==> src/mmdir_pkg.sv <==
package mmdir_pkg;

    ////////////////////////////////////////////////////////////////////////////
    // directly addressed management registers
    localparam logic [4:0]  REG_MMD_ACCESS_CONTROL = 5'h0D; // function + device number
    localparam logic [4:0]  REG_MMD_ADDRESS_DATA   = 5'h0E; // pointer or extended data

    // access-control field layout
    localparam int          FN_HI        = 15;
    localparam int          FN_LO        = 14;
    localparam int          DEVNUM_HI    = 4;
    localparam int          DEVNUM_LO    = 0;
    localparam int          RSVD_WIDTH   = FN_LO - DEVNUM_HI - 1; // bits 13:5 read zero

    // the only device number this block answers to
    localparam logic [4:0]  DEVNUM_MMD   = 5'h1F;

    // function field encodings
    localparam logic [1:0]  FN_ADDRESS   = 2'h0; // address/data reaches the pointer
    localparam logic [1:0]  FN_DATA      = 2'h1; // data, pointer held
    localparam logic [1:0]  FN_INC_RW    = 2'h2; // data, advance after reads and writes
    localparam logic [1:0]  FN_INC_WR    = 2'h3; // data, advance after writes only

    // reset values, zero read word and pointer step
    localparam logic [1:0]  FN_RESET     = 2'h0;
    localparam logic [4:0]  DEVNUM_RESET = 5'h00;
    localparam logic [15:0] PTR_RESET    = 16'h0000;
    localparam logic [15:0] EXT_RESET    = 16'h0000;
    localparam logic [15:0] READ_ZERO    = 16'h0000;
    localparam logic [15:0] PTR_STEP     = 16'h0001;

    ////////////////////////////////////////////////////////////////////////////
    // serial management frame
    localparam logic [1:0]  OP_WRITE     = 2'h1;
    localparam logic [1:0]  OP_READ      = 2'h2;
    localparam logic [4:0]  HDR_LAST     = 5'h0B; // op(2) + phy(5) + reg(5) bits, minus one
    localparam logic [4:0]  DATA_LAST    = 5'h0F; // sixteen data bits, minus one
    localparam logic [4:0]  CNT_ZERO     = 5'h00;
    localparam logic [4:0]  CNT_ONE      = 5'h01;

    ////////////////////////////////////////////////////////////////////////////
    // one decoded management transaction, handed from frame engine to bank
    typedef struct packed {
        logic        rd;       // one-cycle pulse: read taken, data sampled now
        logic        wr;       // one-cycle pulse: write with full data word
        logic [4:0]  reg_addr; // direct register address of the frame
        logic [15:0] wdata;    // write data
    } mmdir_req_s;

endpackage

==> src/mmdir_indirect_regs.sv <==
// What this block does
// RULE1: manager writes 0x001F, then pointer value
// RULE2: address mode writes overwrite the pointer
// RULE3: address mode reads return the pointer
// RULE4: 0x401F routes data accesses to pointed register
// RULE5: no-increment writes rewrite same register
// RULE6: no-increment reads return same register
// RULE7: increment modes: write stores, pointer advances
// RULE8: function 10 reads return, then advance
// RULE9: manager may skip pointer setup if valid
// RULE10: function bits 15:14, device 4:0, others ignored
// RULE11: function 11 reads leave pointer alone
// RULE12: indirect hits on control registers ignored
// RULE13: address mode reads have no side effect
// RULE14: pointer steps by one, after the access
`timescale 1ns/100ps

module mmdir_indirect_regs
#(
    parameter int EXT_WORDS = 32   // extended words held in flip-flops
)
(
    input  wire logic        i_clock,     // system clock, 100 MHz
    input  wire logic        i_reset_n,   // async reset, active low
    input  wire logic        i_mdc,       // management clock pin
    input  wire logic        i_mdio,      // management data pin, input side
    input  wire logic [4:0]  i_phy_addr,  // address strap pins
    output logic             o_mdio,      // management data pin, output side
    output logic             o_mdio_oe    // high while driving the data pin
);

    ////////////////////////////////////////////////////////////////////////////
    // declarations
    localparam int IDX_W = $clog2(EXT_WORDS);

    logic [1:0]            fn_r;          // access function field
    logic [4:0]            devnum_r;      // mmd_device_number field
    logic [15:0]           ptr_r;         // extended-address pointer
    logic [15:0]           ext_r [EXT_WORDS]; // extended register storage
    logic [4:0]            strap_s1_r;    // strap sync, first stage
    logic [4:0]            strap_s2_r;    // strap sync, second stage
    logic [4:0]            phy_addr_r;    // latched own bus address
    logic [2:0]            strap_done_r;  // strap caught once after reset
    logic [15:0]           rdata;         // read answer to the frame engine
    logic                  dev_ok;        // device number selects our space
    logic                  data_hit;      // access goes to address/data register
    logic                  ptr_step;      // this access advances the pointer
    mmdir_pkg::mmdir_req_s req;           // transaction from frame engine

    ////////////////////////////////////////////////////////////////////////////
    // helpers used by both read and write paths

    // a pointer value that lands on a real storage word; the two control
    // registers themselves are never reachable through the indirect path
    function automatic logic ext_target(input logic [15:0] ptr);
        ext_target = (ptr != {11'h000, mmdir_pkg::REG_MMD_ACCESS_CONTROL}) // [RULE12]
                   && (ptr != {11'h000, mmdir_pkg::REG_MMD_ADDRESS_DATA})  // [RULE12]
                   && (ptr < EXT_WORDS[15:0]);
    endfunction

    function automatic logic [IDX_W-1:0] ext_index(input logic [15:0] ptr);
        ext_index = ptr[IDX_W-1:0];
    endfunction

    ////////////////////////////////////////////////////////////////////////////
    // serial frame engine
    mmdir_mdio_slave u_mdio
    (
        .i_clock    (i_clock),
        .i_reset_n  (i_reset_n),
        .i_mdc      (i_mdc),
        .i_mdio     (i_mdio),
        .i_phy_addr (phy_addr_r),
        .i_rdata    (rdata),
        .o_mdio     (o_mdio),
        .o_mdio_oe  (o_mdio_oe),
        .o_req      (req)
    );

    ////////////////////////////////////////////////////////////////////////////
    // strap capture: synchronised, then frozen on the first pass after release,
    // so later pin wiggles cannot move the bus address
    always_ff @(posedge i_clock or negedge i_reset_n)
    begin
        if (!i_reset_n)
        begin
            strap_s1_r   <= 5'h00;
            strap_s2_r   <= 5'h00;
            phy_addr_r   <= 5'h00;
            strap_done_r <= 3'h0;
        end
        else
        begin
            strap_s1_r <= i_phy_addr;
            strap_s2_r <= strap_s1_r;
            strap_done_r <= {strap_done_r[1:0], 1'b1};
            if (strap_done_r[1] && !strap_done_r[2])
            begin
                phy_addr_r <= strap_s2_r;
            end
        end
    end

    ////////////////////////////////////////////////////////////////////////////
    // decode shared by read and write
    assign dev_ok   = (devnum_r == mmdir_pkg::DEVNUM_MMD);                      // [RULE10]
    assign data_hit = (req.reg_addr == mmdir_pkg::REG_MMD_ADDRESS_DATA) && dev_ok; // [RULE10]

    // pointer advance: writes in both increment modes, reads only in 10
    always_comb
    begin
        ptr_step = 1'b0;
        if (data_hit && req.wr)
        begin
            ptr_step = (fn_r == mmdir_pkg::FN_INC_RW)                            // [RULE7]
                     || (fn_r == mmdir_pkg::FN_INC_WR);                          // [RULE7]
        end
        else if (data_hit && req.rd)
        begin
            ptr_step = (fn_r == mmdir_pkg::FN_INC_RW);                           // [RULE8] [RULE11]
        end
    end

    ////////////////////////////////////////////////////////////////////////////
    // read answer; the engine samples it in the cycle of the read pulse,
    // before the pointer moves on the next edge
    always_comb
    begin
        rdata = mmdir_pkg::READ_ZERO;
        case (req.reg_addr)
            mmdir_pkg::REG_MMD_ACCESS_CONTROL:
            begin
                rdata = {fn_r, {mmdir_pkg::RSVD_WIDTH{1'b0}}, devnum_r};         // [RULE10]
            end
            mmdir_pkg::REG_MMD_ADDRESS_DATA:
            begin
                if (!dev_ok)
                begin
                    rdata = mmdir_pkg::READ_ZERO;                                // [RULE10]
                end
                else if (fn_r == mmdir_pkg::FN_ADDRESS)
                begin
                    rdata = ptr_r;                                               // [RULE3] [RULE13]
                end
                else if (ext_target(ptr_r))
                begin
                    rdata = ext_r[ext_index(ptr_r)];                             // [RULE4] [RULE6] [RULE8]
                end
                else
                begin
                    rdata = mmdir_pkg::READ_ZERO;                                // [RULE12]
                end
            end
            default:
            begin
                // other direct registers belong to other blocks
                rdata = mmdir_pkg::READ_ZERO;
            end
        endcase
    end

    ////////////////////////////////////////////////////////////////////////////
    // access-control register: written only by a direct frame
    always_ff @(posedge i_clock or negedge i_reset_n)
    begin
        if (!i_reset_n)
        begin
            fn_r     <= mmdir_pkg::FN_RESET;
            devnum_r <= mmdir_pkg::DEVNUM_RESET;
        end
        else if (req.wr && (req.reg_addr == mmdir_pkg::REG_MMD_ACCESS_CONTROL))
        begin
            fn_r     <= req.wdata[mmdir_pkg::FN_HI:mmdir_pkg::FN_LO];            // [RULE10] [RULE4]
            devnum_r <= req.wdata[mmdir_pkg::DEVNUM_HI:mmdir_pkg::DEVNUM_LO];    // [RULE10]
        end
    end

    ////////////////////////////////////////////////////////////////////////////
    // pointer: loaded in address mode, stepped after qualifying data accesses;
    // it persists across mode changes so setup can be skipped later
    always_ff @(posedge i_clock or negedge i_reset_n)
    begin
        if (!i_reset_n)
        begin
            ptr_r <= mmdir_pkg::PTR_RESET;
        end
        else if (data_hit && req.wr && (fn_r == mmdir_pkg::FN_ADDRESS))
        begin
            ptr_r <= req.wdata;                                                  // [RULE2] [RULE1]
        end
        else if (ptr_step)
        begin
            // wraps at the top of the 16-bit space
            ptr_r <= ptr_r + mmdir_pkg::PTR_STEP;                                // [RULE14] [RULE9]
        end
    end

    ////////////////////////////////////////////////////////////////////////////
    // extended storage: data modes store at the current pointer; the step
    // above lands on the same edge, so this write still uses the old pointer
    always_ff @(posedge i_clock or negedge i_reset_n)
    begin
        if (!i_reset_n)
        begin
            for (int i = 0; i < EXT_WORDS; i++)
            begin
                ext_r[i] <= mmdir_pkg::EXT_RESET;
            end
        end
        else if (data_hit && req.wr && (fn_r != mmdir_pkg::FN_ADDRESS)
                 && ext_target(ptr_r))
        begin
            ext_r[ext_index(ptr_r)] <= req.wdata;                                // [RULE5] [RULE7]
        end
    end

endmodule // mmdir_indirect_regs

==> src/mmdir_mdio_slave.sv <==
`timescale 1ns/100ps

module mmdir_mdio_slave
(
    input  wire logic               i_clock,     // system clock
    input  wire logic               i_reset_n,   // async reset, active low
    input  wire logic               i_mdc,       // management clock pin
    input  wire logic               i_mdio,      // management data pin, input side
    input  wire logic [4:0]         i_phy_addr,  // own bus address
    input  wire logic [15:0]        i_rdata,     // read data, valid with o_req.rd
    output logic                    o_mdio,      // management data pin, output side
    output logic                    o_mdio_oe,   // high while driving the pin
    output mmdir_pkg::mmdir_req_s   o_req        // decoded transaction
);

    ////////////////////////////////////////////////////////////////////////////
    // frame states
    typedef enum logic [2:0] {ST_IDLE, ST_START, ST_HDR, ST_TA, ST_DATA} mmdir_frame_e;

    logic [2:0]   mdc_sync_r;   // two sync stages plus edge history
    logic [1:0]   mdio_sync_r;  // two sync stages
    logic         mdc_rise;     // one cycle per rising edge of the link clock
    logic         bit_in;       // synchronised data bit
    mmdir_frame_e state_r;      // frame position
    logic [4:0]   cnt_r;        // bit counter within a field
    logic [15:0]  rx_r;         // incoming bits
    logic [15:0]  tx_r;         // outgoing read data
    logic         do_rd_r;      // frame is a read addressed to us
    logic         do_wr_r;      // frame is a write addressed to us

    ////////////////////////////////////////////////////////////////////////////
    // synchronisers; edge detection only looks at the second stage onward
    always_ff @(posedge i_clock or negedge i_reset_n)
    begin
        if (!i_reset_n)
        begin
            mdc_sync_r  <= 3'h0;
            mdio_sync_r <= 2'h3;   // idle line is pulled high
        end
        else
        begin
            mdc_sync_r  <= {mdc_sync_r[1:0], i_mdc};
            mdio_sync_r <= {mdio_sync_r[0], i_mdio};
        end
    end

    assign mdc_rise = mdc_sync_r[1] & ~mdc_sync_r[2];
    assign bit_in   = mdio_sync_r[1];

    ////////////////////////////////////////////////////////////////////////////
    // frame engine: all steps happen on a detected rising edge of the link clock;
    // the clock may stop between frames, so nothing here waits on an idle edge
    always_ff @(posedge i_clock or negedge i_reset_n)
    begin
        if (!i_reset_n)
        begin
            state_r   <= ST_IDLE;
            cnt_r     <= mmdir_pkg::CNT_ZERO;
            rx_r      <= mmdir_pkg::READ_ZERO;
            tx_r      <= '1; // idles high
            do_rd_r   <= 1'b0;
            do_wr_r   <= 1'b0;
            o_mdio    <= 1'b1;
            o_mdio_oe <= 1'b0;
            o_req     <= '0;
        end
        else
        begin
            o_req.rd <= 1'b0;
            o_req.wr <= 1'b0;
            if (o_req.rd)
            begin
                tx_r <= i_rdata;   // bank answers in the cycle of the pulse
            end
            if (mdc_rise)
            begin
                case (state_r)
                    ST_IDLE:
                    begin
                        // first start bit is a zero after the high idle line
                        if (!bit_in)
                        begin
                            state_r <= ST_START;
                        end
                    end
                    ST_START:
                    begin
                        // second start bit; repeated zeros keep waiting
                        if (bit_in)
                        begin
                            state_r <= ST_HDR;
                            cnt_r   <= mmdir_pkg::CNT_ZERO;
                        end
                    end
                    ST_HDR:
                    begin
                        rx_r  <= {rx_r[14:0], bit_in};
                        cnt_r <= cnt_r + mmdir_pkg::CNT_ONE;
                        if (cnt_r == mmdir_pkg::HDR_LAST)
                        begin
                            // rx_r[10:0] plus this bit: op, phy address, reg address
                            state_r        <= ST_TA;
                            cnt_r          <= mmdir_pkg::CNT_ZERO;
                            o_req.reg_addr <= {rx_r[3:0], bit_in};
                            if (rx_r[8:4] == i_phy_addr)
                            begin
                                do_rd_r  <= (rx_r[10:9] == mmdir_pkg::OP_READ);
                                do_wr_r  <= (rx_r[10:9] == mmdir_pkg::OP_WRITE);
                                o_req.rd <= (rx_r[10:9] == mmdir_pkg::OP_READ);
                            end
                            else
                            begin
                                // other address: ride out the frame silently
                                do_rd_r <= 1'b0;
                                do_wr_r <= 1'b0;
                            end
                        end
                    end
                    ST_TA:
                    begin
                        cnt_r <= cnt_r + mmdir_pkg::CNT_ONE;
                        if (cnt_r == mmdir_pkg::CNT_ZERO)
                        begin
                            // first turnaround bit left floating, drive zero for the second
                            o_mdio    <= !do_rd_r;
                            o_mdio_oe <= do_rd_r;
                        end
                        else
                        begin
                            state_r <= ST_DATA;
                            cnt_r   <= mmdir_pkg::CNT_ZERO;
                            o_mdio  <= tx_r[15];
                            tx_r    <= {tx_r[14:0], 1'b1};
                        end
                    end
                    ST_DATA:
                    begin
                        rx_r  <= {rx_r[14:0], bit_in};
                        cnt_r <= cnt_r + mmdir_pkg::CNT_ONE;
                        if (cnt_r == mmdir_pkg::DATA_LAST)
                        begin
                            state_r   <= ST_IDLE;
                            o_mdio    <= 1'b1;
                            o_mdio_oe <= 1'b0;
                            o_req.wr  <= do_wr_r;
                            o_req.wdata <= {rx_r[14:0], bit_in};
                        end
                        else
                        begin
                            o_mdio <= tx_r[15];
                            tx_r   <= {tx_r[14:0], 1'b1};
                        end
                    end
                    default:
                    begin
                        state_r <= ST_IDLE;
                    end
                endcase
            end
        end
    end

endmodule // mmdir_mdio_slave

==> config.mk <==
export PLATFORM = sky130hd
export DESIGN_NAME = mmdir_indirect_regs
export DESIGN_NICKNAME = d
export VERILOG_FILES = /design/src/mmdir_pkg.sv /design/src/mmdir_indirect_regs.sv /design/src/mmdir_mdio_slave.sv
export SDC_FILE = /design/constraint.sdc
export NUM_CORES = 1
export LEC_CHECK = 0
export CORE_MARGIN = 3
export CORE_UTILIZATION = 60
export CTS_CLUSTER_DIAMETER = 40
export DETAILED_ROUTE_END_ITERATION = 10
export DONT_BUFFER_PORTS = 1
export MAX_ROUTING_LAYER = met4
export PLACE_DENSITY = 0.76
export SLEW_MARGIN = 20
export SYNTH_ARGS = -nofsm -noshare
export SYNTH_HDL_FRONTEND = slang
export SYNTH_SLANG_ARGS = --single-unit
==> constraint.sdc <==
create_clock -name i_clock -period 4.7 [get_ports i_clock]
set_input_delay 0.94 -clock i_clock [delete_from_list [all_inputs] [get_ports i_clock]]
set_output_delay 0.94 -clock i_clock [all_outputs]
set_load 0.005 [all_outputs]
Word level (Yosys, flattened, before mapping). Index checks and enable logic that the tools add are counted.

$mul: 0. Shifts and indexed selects: 0. Bitwise logic cells: 3. $add $sub $neg: 2. $lt $le $gt $ge: 3. Reductions and logical operators: 29. Mux-type cells: 46. Div/mod/pow operators: 0. Equal/unequal tests: 22.

Operators by type and width (number): $bwmux W512 (1); $mux W16 (14); $bmux W16 S5 (1); $demux W16 S5 (1); $pmux W16 S2 (2); $ne A16 B4 Y1 const B (2); $mux W5 (5); $mux W23 (1); $eq A5 B4 Y1 const B (4); $pmux W5 S4 (1); $add A16 B1 Y16 const B (1); $lt A16 B6 Y1 const B (1); $mux W3 (5); $pmux W3 S5 (1); $mux W1 (12); $logic_and A1 B1 Y1 (11); $reduce_and A3 Y1 (3); $ne A2 B1 Y1 const B (4); $eq A2 B2 Y1 const B (3); $eq A3 B2 Y1 const B (2); $ge A6 B6 Y1 const B (1); $lt A6 B1 Y1 const B (1); $not A5 Y6 (1); $reduce_and A6 Y1 (1); 20 further kinds (26).

Memory bits (writable): 0. Memories kept: 0. Bits in registers: 624. Latch bits: 0. Input port bits: 9. Memory bits (read-only): 0. Output and inout port bits: 2.

Logic depth before layout (Yosys ltp).
Depth after elaboration: 12. Depth in mapped cells: 11. Depth with buffers taken out: 7.

Cells and area by module. From an unflattened synthesis, not the netlist that was laid out.

Cells, all modules: 2064. Area total of the unflattened synthesis: 29537.1 um^2.

Modules (own cells, without submodules): mmdir_indirect_regs (instances 1, seq. area each 13838.3 um^2, area each 26245.2 um^2, cells each 1828); mmdir_mdio_slave (instances 1, seq. area each 1800.5 um^2, area each 3291.9 um^2, cells each 236).

Least setup slack after synthesis. Ideal clock, no wire load.

Kind: register to register. From: register ptr_r[0]. To: register ext_r[197] (netlist bit). Cell stages (with the launch flop): 12. Clock period less this slack: 3.408 ns. Path buffers: 4. Data arrival time: 3.283 ns. Setup slack: 1.292 ns. Cell sequence: dfrtp_1 -> clkbuf_1 -> buf_1 -> clkbuf_1 -> inv_1 -> ha_1 -> nor2_1 -> o211ai_2 -> nor4_4 -> nand2_2 -> buf_6 -> mux2_2.

Longest elaborated chain between the ends: 6.

RTL lines: start, declared (RTL line mmdir_indirect_regs.sv:38) `logic [15:0] ptr_r;`; start signal, assigned (RTL line mmdir_indirect_regs.sv:185) `ptr_r <= mmdir_pkg::PTR_RESET;`; start signal, assigned (RTL line mmdir_indirect_regs.sv:189) `ptr_r <= req.wdata;`; start signal, assigned (RTL line mmdir_indirect_regs.sv:194) `ptr_r <= ptr_r + mmdir_pkg::PTR_STEP;`; $not A5 Y6 (implied by the code) (RTL line mmdir_indirect_regs.sv:213) `ext_r[ext_index(ptr_r)] <= req.wdata;`; $ge A6 B6 Y1 (implied by the code) or $lt A6 B1 Y1 (tied branches) (RTL line mmdir_indirect_regs.sv:213); $logic_and A1 B1 Y1 (implied by the code) (RTL line mmdir_indirect_regs.sv:213); $mux W16 (implied by the code) (RTL line mmdir_indirect_regs.sv:213); $demux W16 S5 (RTL line mmdir_indirect_regs.sv:213); $bwmux W512 (RTL line mmdir_indirect_regs.sv:213); end signal, assigned by index (RTL line mmdir_indirect_regs.sv:207) `ext_r[i] <= mmdir_pkg::EXT_RESET;`; end signal, assigned by index (RTL line mmdir_indirect_regs.sv:213); end, declared (RTL line mmdir_indirect_regs.sv:39) `logic [15:0] ext_r [EXT_WORDS];`.

Several ways; a longest one is shown, not always the timed one. A chain may end at the register's enable or synchronous reset.

Final worst setup path.
From: register ptr_r[0]. To: register ext_r[463] (netlist bit).

The elaborated chain is that of the path after synthesis.

==> out/metrics.cfg <==
[outcome]
status=finished, violations left
failed_checks=slew limit

[logic_synthesis]
yosys_register_bits=624
yosysWarnings=0
synth_top_area_cell=dfrtp_1
synthTopCellsByArea=dfrtp_1, mux2_2, mux4_2
yosysUniqueCellTypes=74
ys_async_sr_fraction_pct=100
ys_seq_area_share_pct=54.4
syn_nets=2102
synth-main-ff-cell=dfrtp_1
netlist_area_um2=28700
synth_edf_count=0
synthCells=2086
syn_avg_cell_area_um2=13.8
synth_top_area_share_pct=52.7

[clocking]
cts_setup_buffers=0
cts_inserted_buffers=84
cts_max_level=3
clockBufferDepth=3
worstSkewPairLatency_ns=0.62
cts_resized=0
cts_tree=done
clock-sinks=624
path_clk_slew_ns=0.06
hold_buffers=0
cts_root_buf=clkbuf_16

[flow_run]
maxCapViolCount=0

[grt]
grt_overflow_total=0
grt_pass1_vias=18100
track_usage_pct=30.8
grt_pass1_wl_um=113000
antenna_found_initial=0
grt_max_degree=625

[drt]
antenna_left=0
wl_met3_um=5260
viasPerCell=6.59
wl_met2_um=34100
drtPass1Iterations=7
met1Wirelength_um=31900
drc_errors=0
first_iter_violations=1916
wl_um=73500
wire_per_inst_um=27.3
vias=17700
routed.top_layer=met4

[sta]
fmax_ghz=0.278
fin_setup_tns_ns=0
final-max-slew-violation-count=507
relSlewSlack_pct=-46.6
min_period_over_period_pct=76.4
worst_pin_slew_ns=2.20
rsz0062_at_grt=no
skew_ns=0.0266
setup_violations=0
finalHoldViolCount=0
fin_crit_ns=3.59

[critical_path]
startpoint_type=flop
ff2ff_setup_slack_ns=1.11
path_max_fanout=30
worstSetupEndpointType=flop
worstRegToRegCells=7
criticalPathCategory=reg2reg
crit_arrival_ns=4.08
required_ns=5.19

[power_and_ir_drop]
leakage_nw=14.7
max-vdd-ir-drop_mv=0.287
p_per_area_nw_per_um2=398

[floorplan]
dieArea_um2=50500
ioPinCount=11
coreArea_um2=47000
start_util_pct=61.2
die_w_um=225
rows=79
die_h_um=225

[layout]
final-seq-area_um2=15600
nets=2029
final_util_pct=67.8
multiInputGateArea_um2=12100
fillers=3169
syn_to_final_growth_pct=10.8
antenna-diode-count=0
final_layout_size_suffix_gt1_share_pct=41.5

[placed_design]
dp_hpwl_um=44900
gp_congestion=0.963
numPortBuffers=0

[worst_hold_path]
hold_class=in2async

[cell usage after synthesis (7+ instances only)]
cell,instances
o31ai_1,10
nor3_1,13
dfstp_2,19
ha_1,7
xnor2_1,9
buf_6,16
a22oi_1,58
buf_2,26
a31oi_1,7
nand2_1,64
mux2i_1,129
nor4b_1,7
nand3_1,34
buf_1,23
dfrtp_1,605
mux2_2,530
o32ai_1,12
nor4_1,10
clkbuf_1,127
inv_1,31
nand2_2,30
nand4_1,18
nor2_1,38
a21oi_1,13
mux4_2,66
nor2b_1,9
a32oi_1,9
o22ai_1,8
and3_1,8
o21ai_0,38
[metrics by stage]
stage	power [mW]	cell area, um^2	setup WS, ns	instances	hold slack (ns)
detailed placement	6.32	28900	1.23	2534	0.338
floorplan	6.17	28700	1.29	2086	0.331
finish	12.7	31800	1.11	2688	0.0370
global route	13.1	31800	1.05	2688	0.0200
global placement	6.30	28900	1.30	2534	0.332
CTS	12.7	31800	1.21	2688	0.0213
[worst paths after layout]
path,start,endpoint
min reg2reg,u_mdio.mdc_sync_r[0],u_mdio.mdc_sync_r[1]
max in group asynchronous,i_reset_n,ext_r[74]
min,i_reset_n,ext_r[129]
min in group i_clock,i_mdio,u_mdio.mdio_sync_r[0]
max,ptr_r[0],ext_r[463]
max reg2reg,ptr_r[0],ext_r[463]
[metal layers]
layer,vias to the layer above,global-route usage [%]
li1,7538,-
met1,9393,43.2
met2,658,46.2
met3,131,5.76
met4,0,10.2
met5,-,-
[cell families after synthesis]
logic type                 share of synthesized area, %
muxes                                              30.4
adders and majority gates                         0.305
xor gates and xnor gates                          0.305
other                                            0.0131
DFF                                                54.4
buffers and inverters                              3.56
and+or+nand+nor                                    5.60
AOI/OAI and AO/OA                                  5.32
[registers in the layout, summed over array words and instances, names as in the netlist, 5 cells and up]
| register | cells |
|---|---|
| strap_s2_r | 5 |
| ext_r | 512 |
| u_mdio.o_req | 23 |
| u_mdio.rx_r | 15 |
| strap_s1_r | 5 |
| u_mdio.cnt_r | 5 |
| u_mdio.tx_r | 16 |
| phy_addr_r | 5 |
| devnum_r | 5 |
| ptr_r | 16 |
[final cells by class]
| cell class | count | share of cell area [%] |
|---|---|---|
| sequential | 624 | 49.2 |
| clock inverter | 47 | 1.53 |
| clock buffer | 107 | 7.52 |
| timing repair buffer | 37 | 0.912 |
| multi-input combinational | 1234 | 38.1 |
| inverter | 32 | 0.377 |
| tap | 607 | 2.39 |
[critical path, cell delays in order, from the launching register on]
cell      delay, ns
dfrtp_4        0.69
inv_1          0.27
ha_1           0.29
nor2_1         0.16
o211ai_2       0.25
nor4_4         0.71
nand2_2        0.61
mux2_2         0.46
[power breakdown]
part / switching [mW] / leakage (nW) / internal [mW]
clock network: 2.48 / 1.39 / 3.94
logic: 0.297 / 4.75 / 0.239
registers: 0.155 / 8.58 / 5.56
total: 2.93 / 14.7 / 9.74
[cell usage in the layout (no fill, tap or decap), types with 7 or more instances in the layout]
cell / count
o21ai_0: 38
nand2_2: 30
clkbuf_1: 8
nand3_1: 34
nor3_1: 13
o22ai_1: 8
o32ai_1: 12
clkinvlp_4: 10
a22oi_1: 58
clkinv_2: 10
nor2b_1: 9
a32oi_1: 9
and3_1: 8
nor2_1: 37
clkbuf_16: 89
clkbuf_8: 10
mux2i_1: 129
nand2_1: 64
inv_6: 11
mux4_2: 66
a31oi_1: 7
dfstp_2: 19
a21oi_1: 13
buf_4: 36
nand4_1: 18
xnor2_1: 9
inv_1: 31
nor4_1: 10
dfrtp_1: 601
o31ai_1: 10
mux2_2: 530
ha_1: 7
Power figures use the tool's default switching activity.
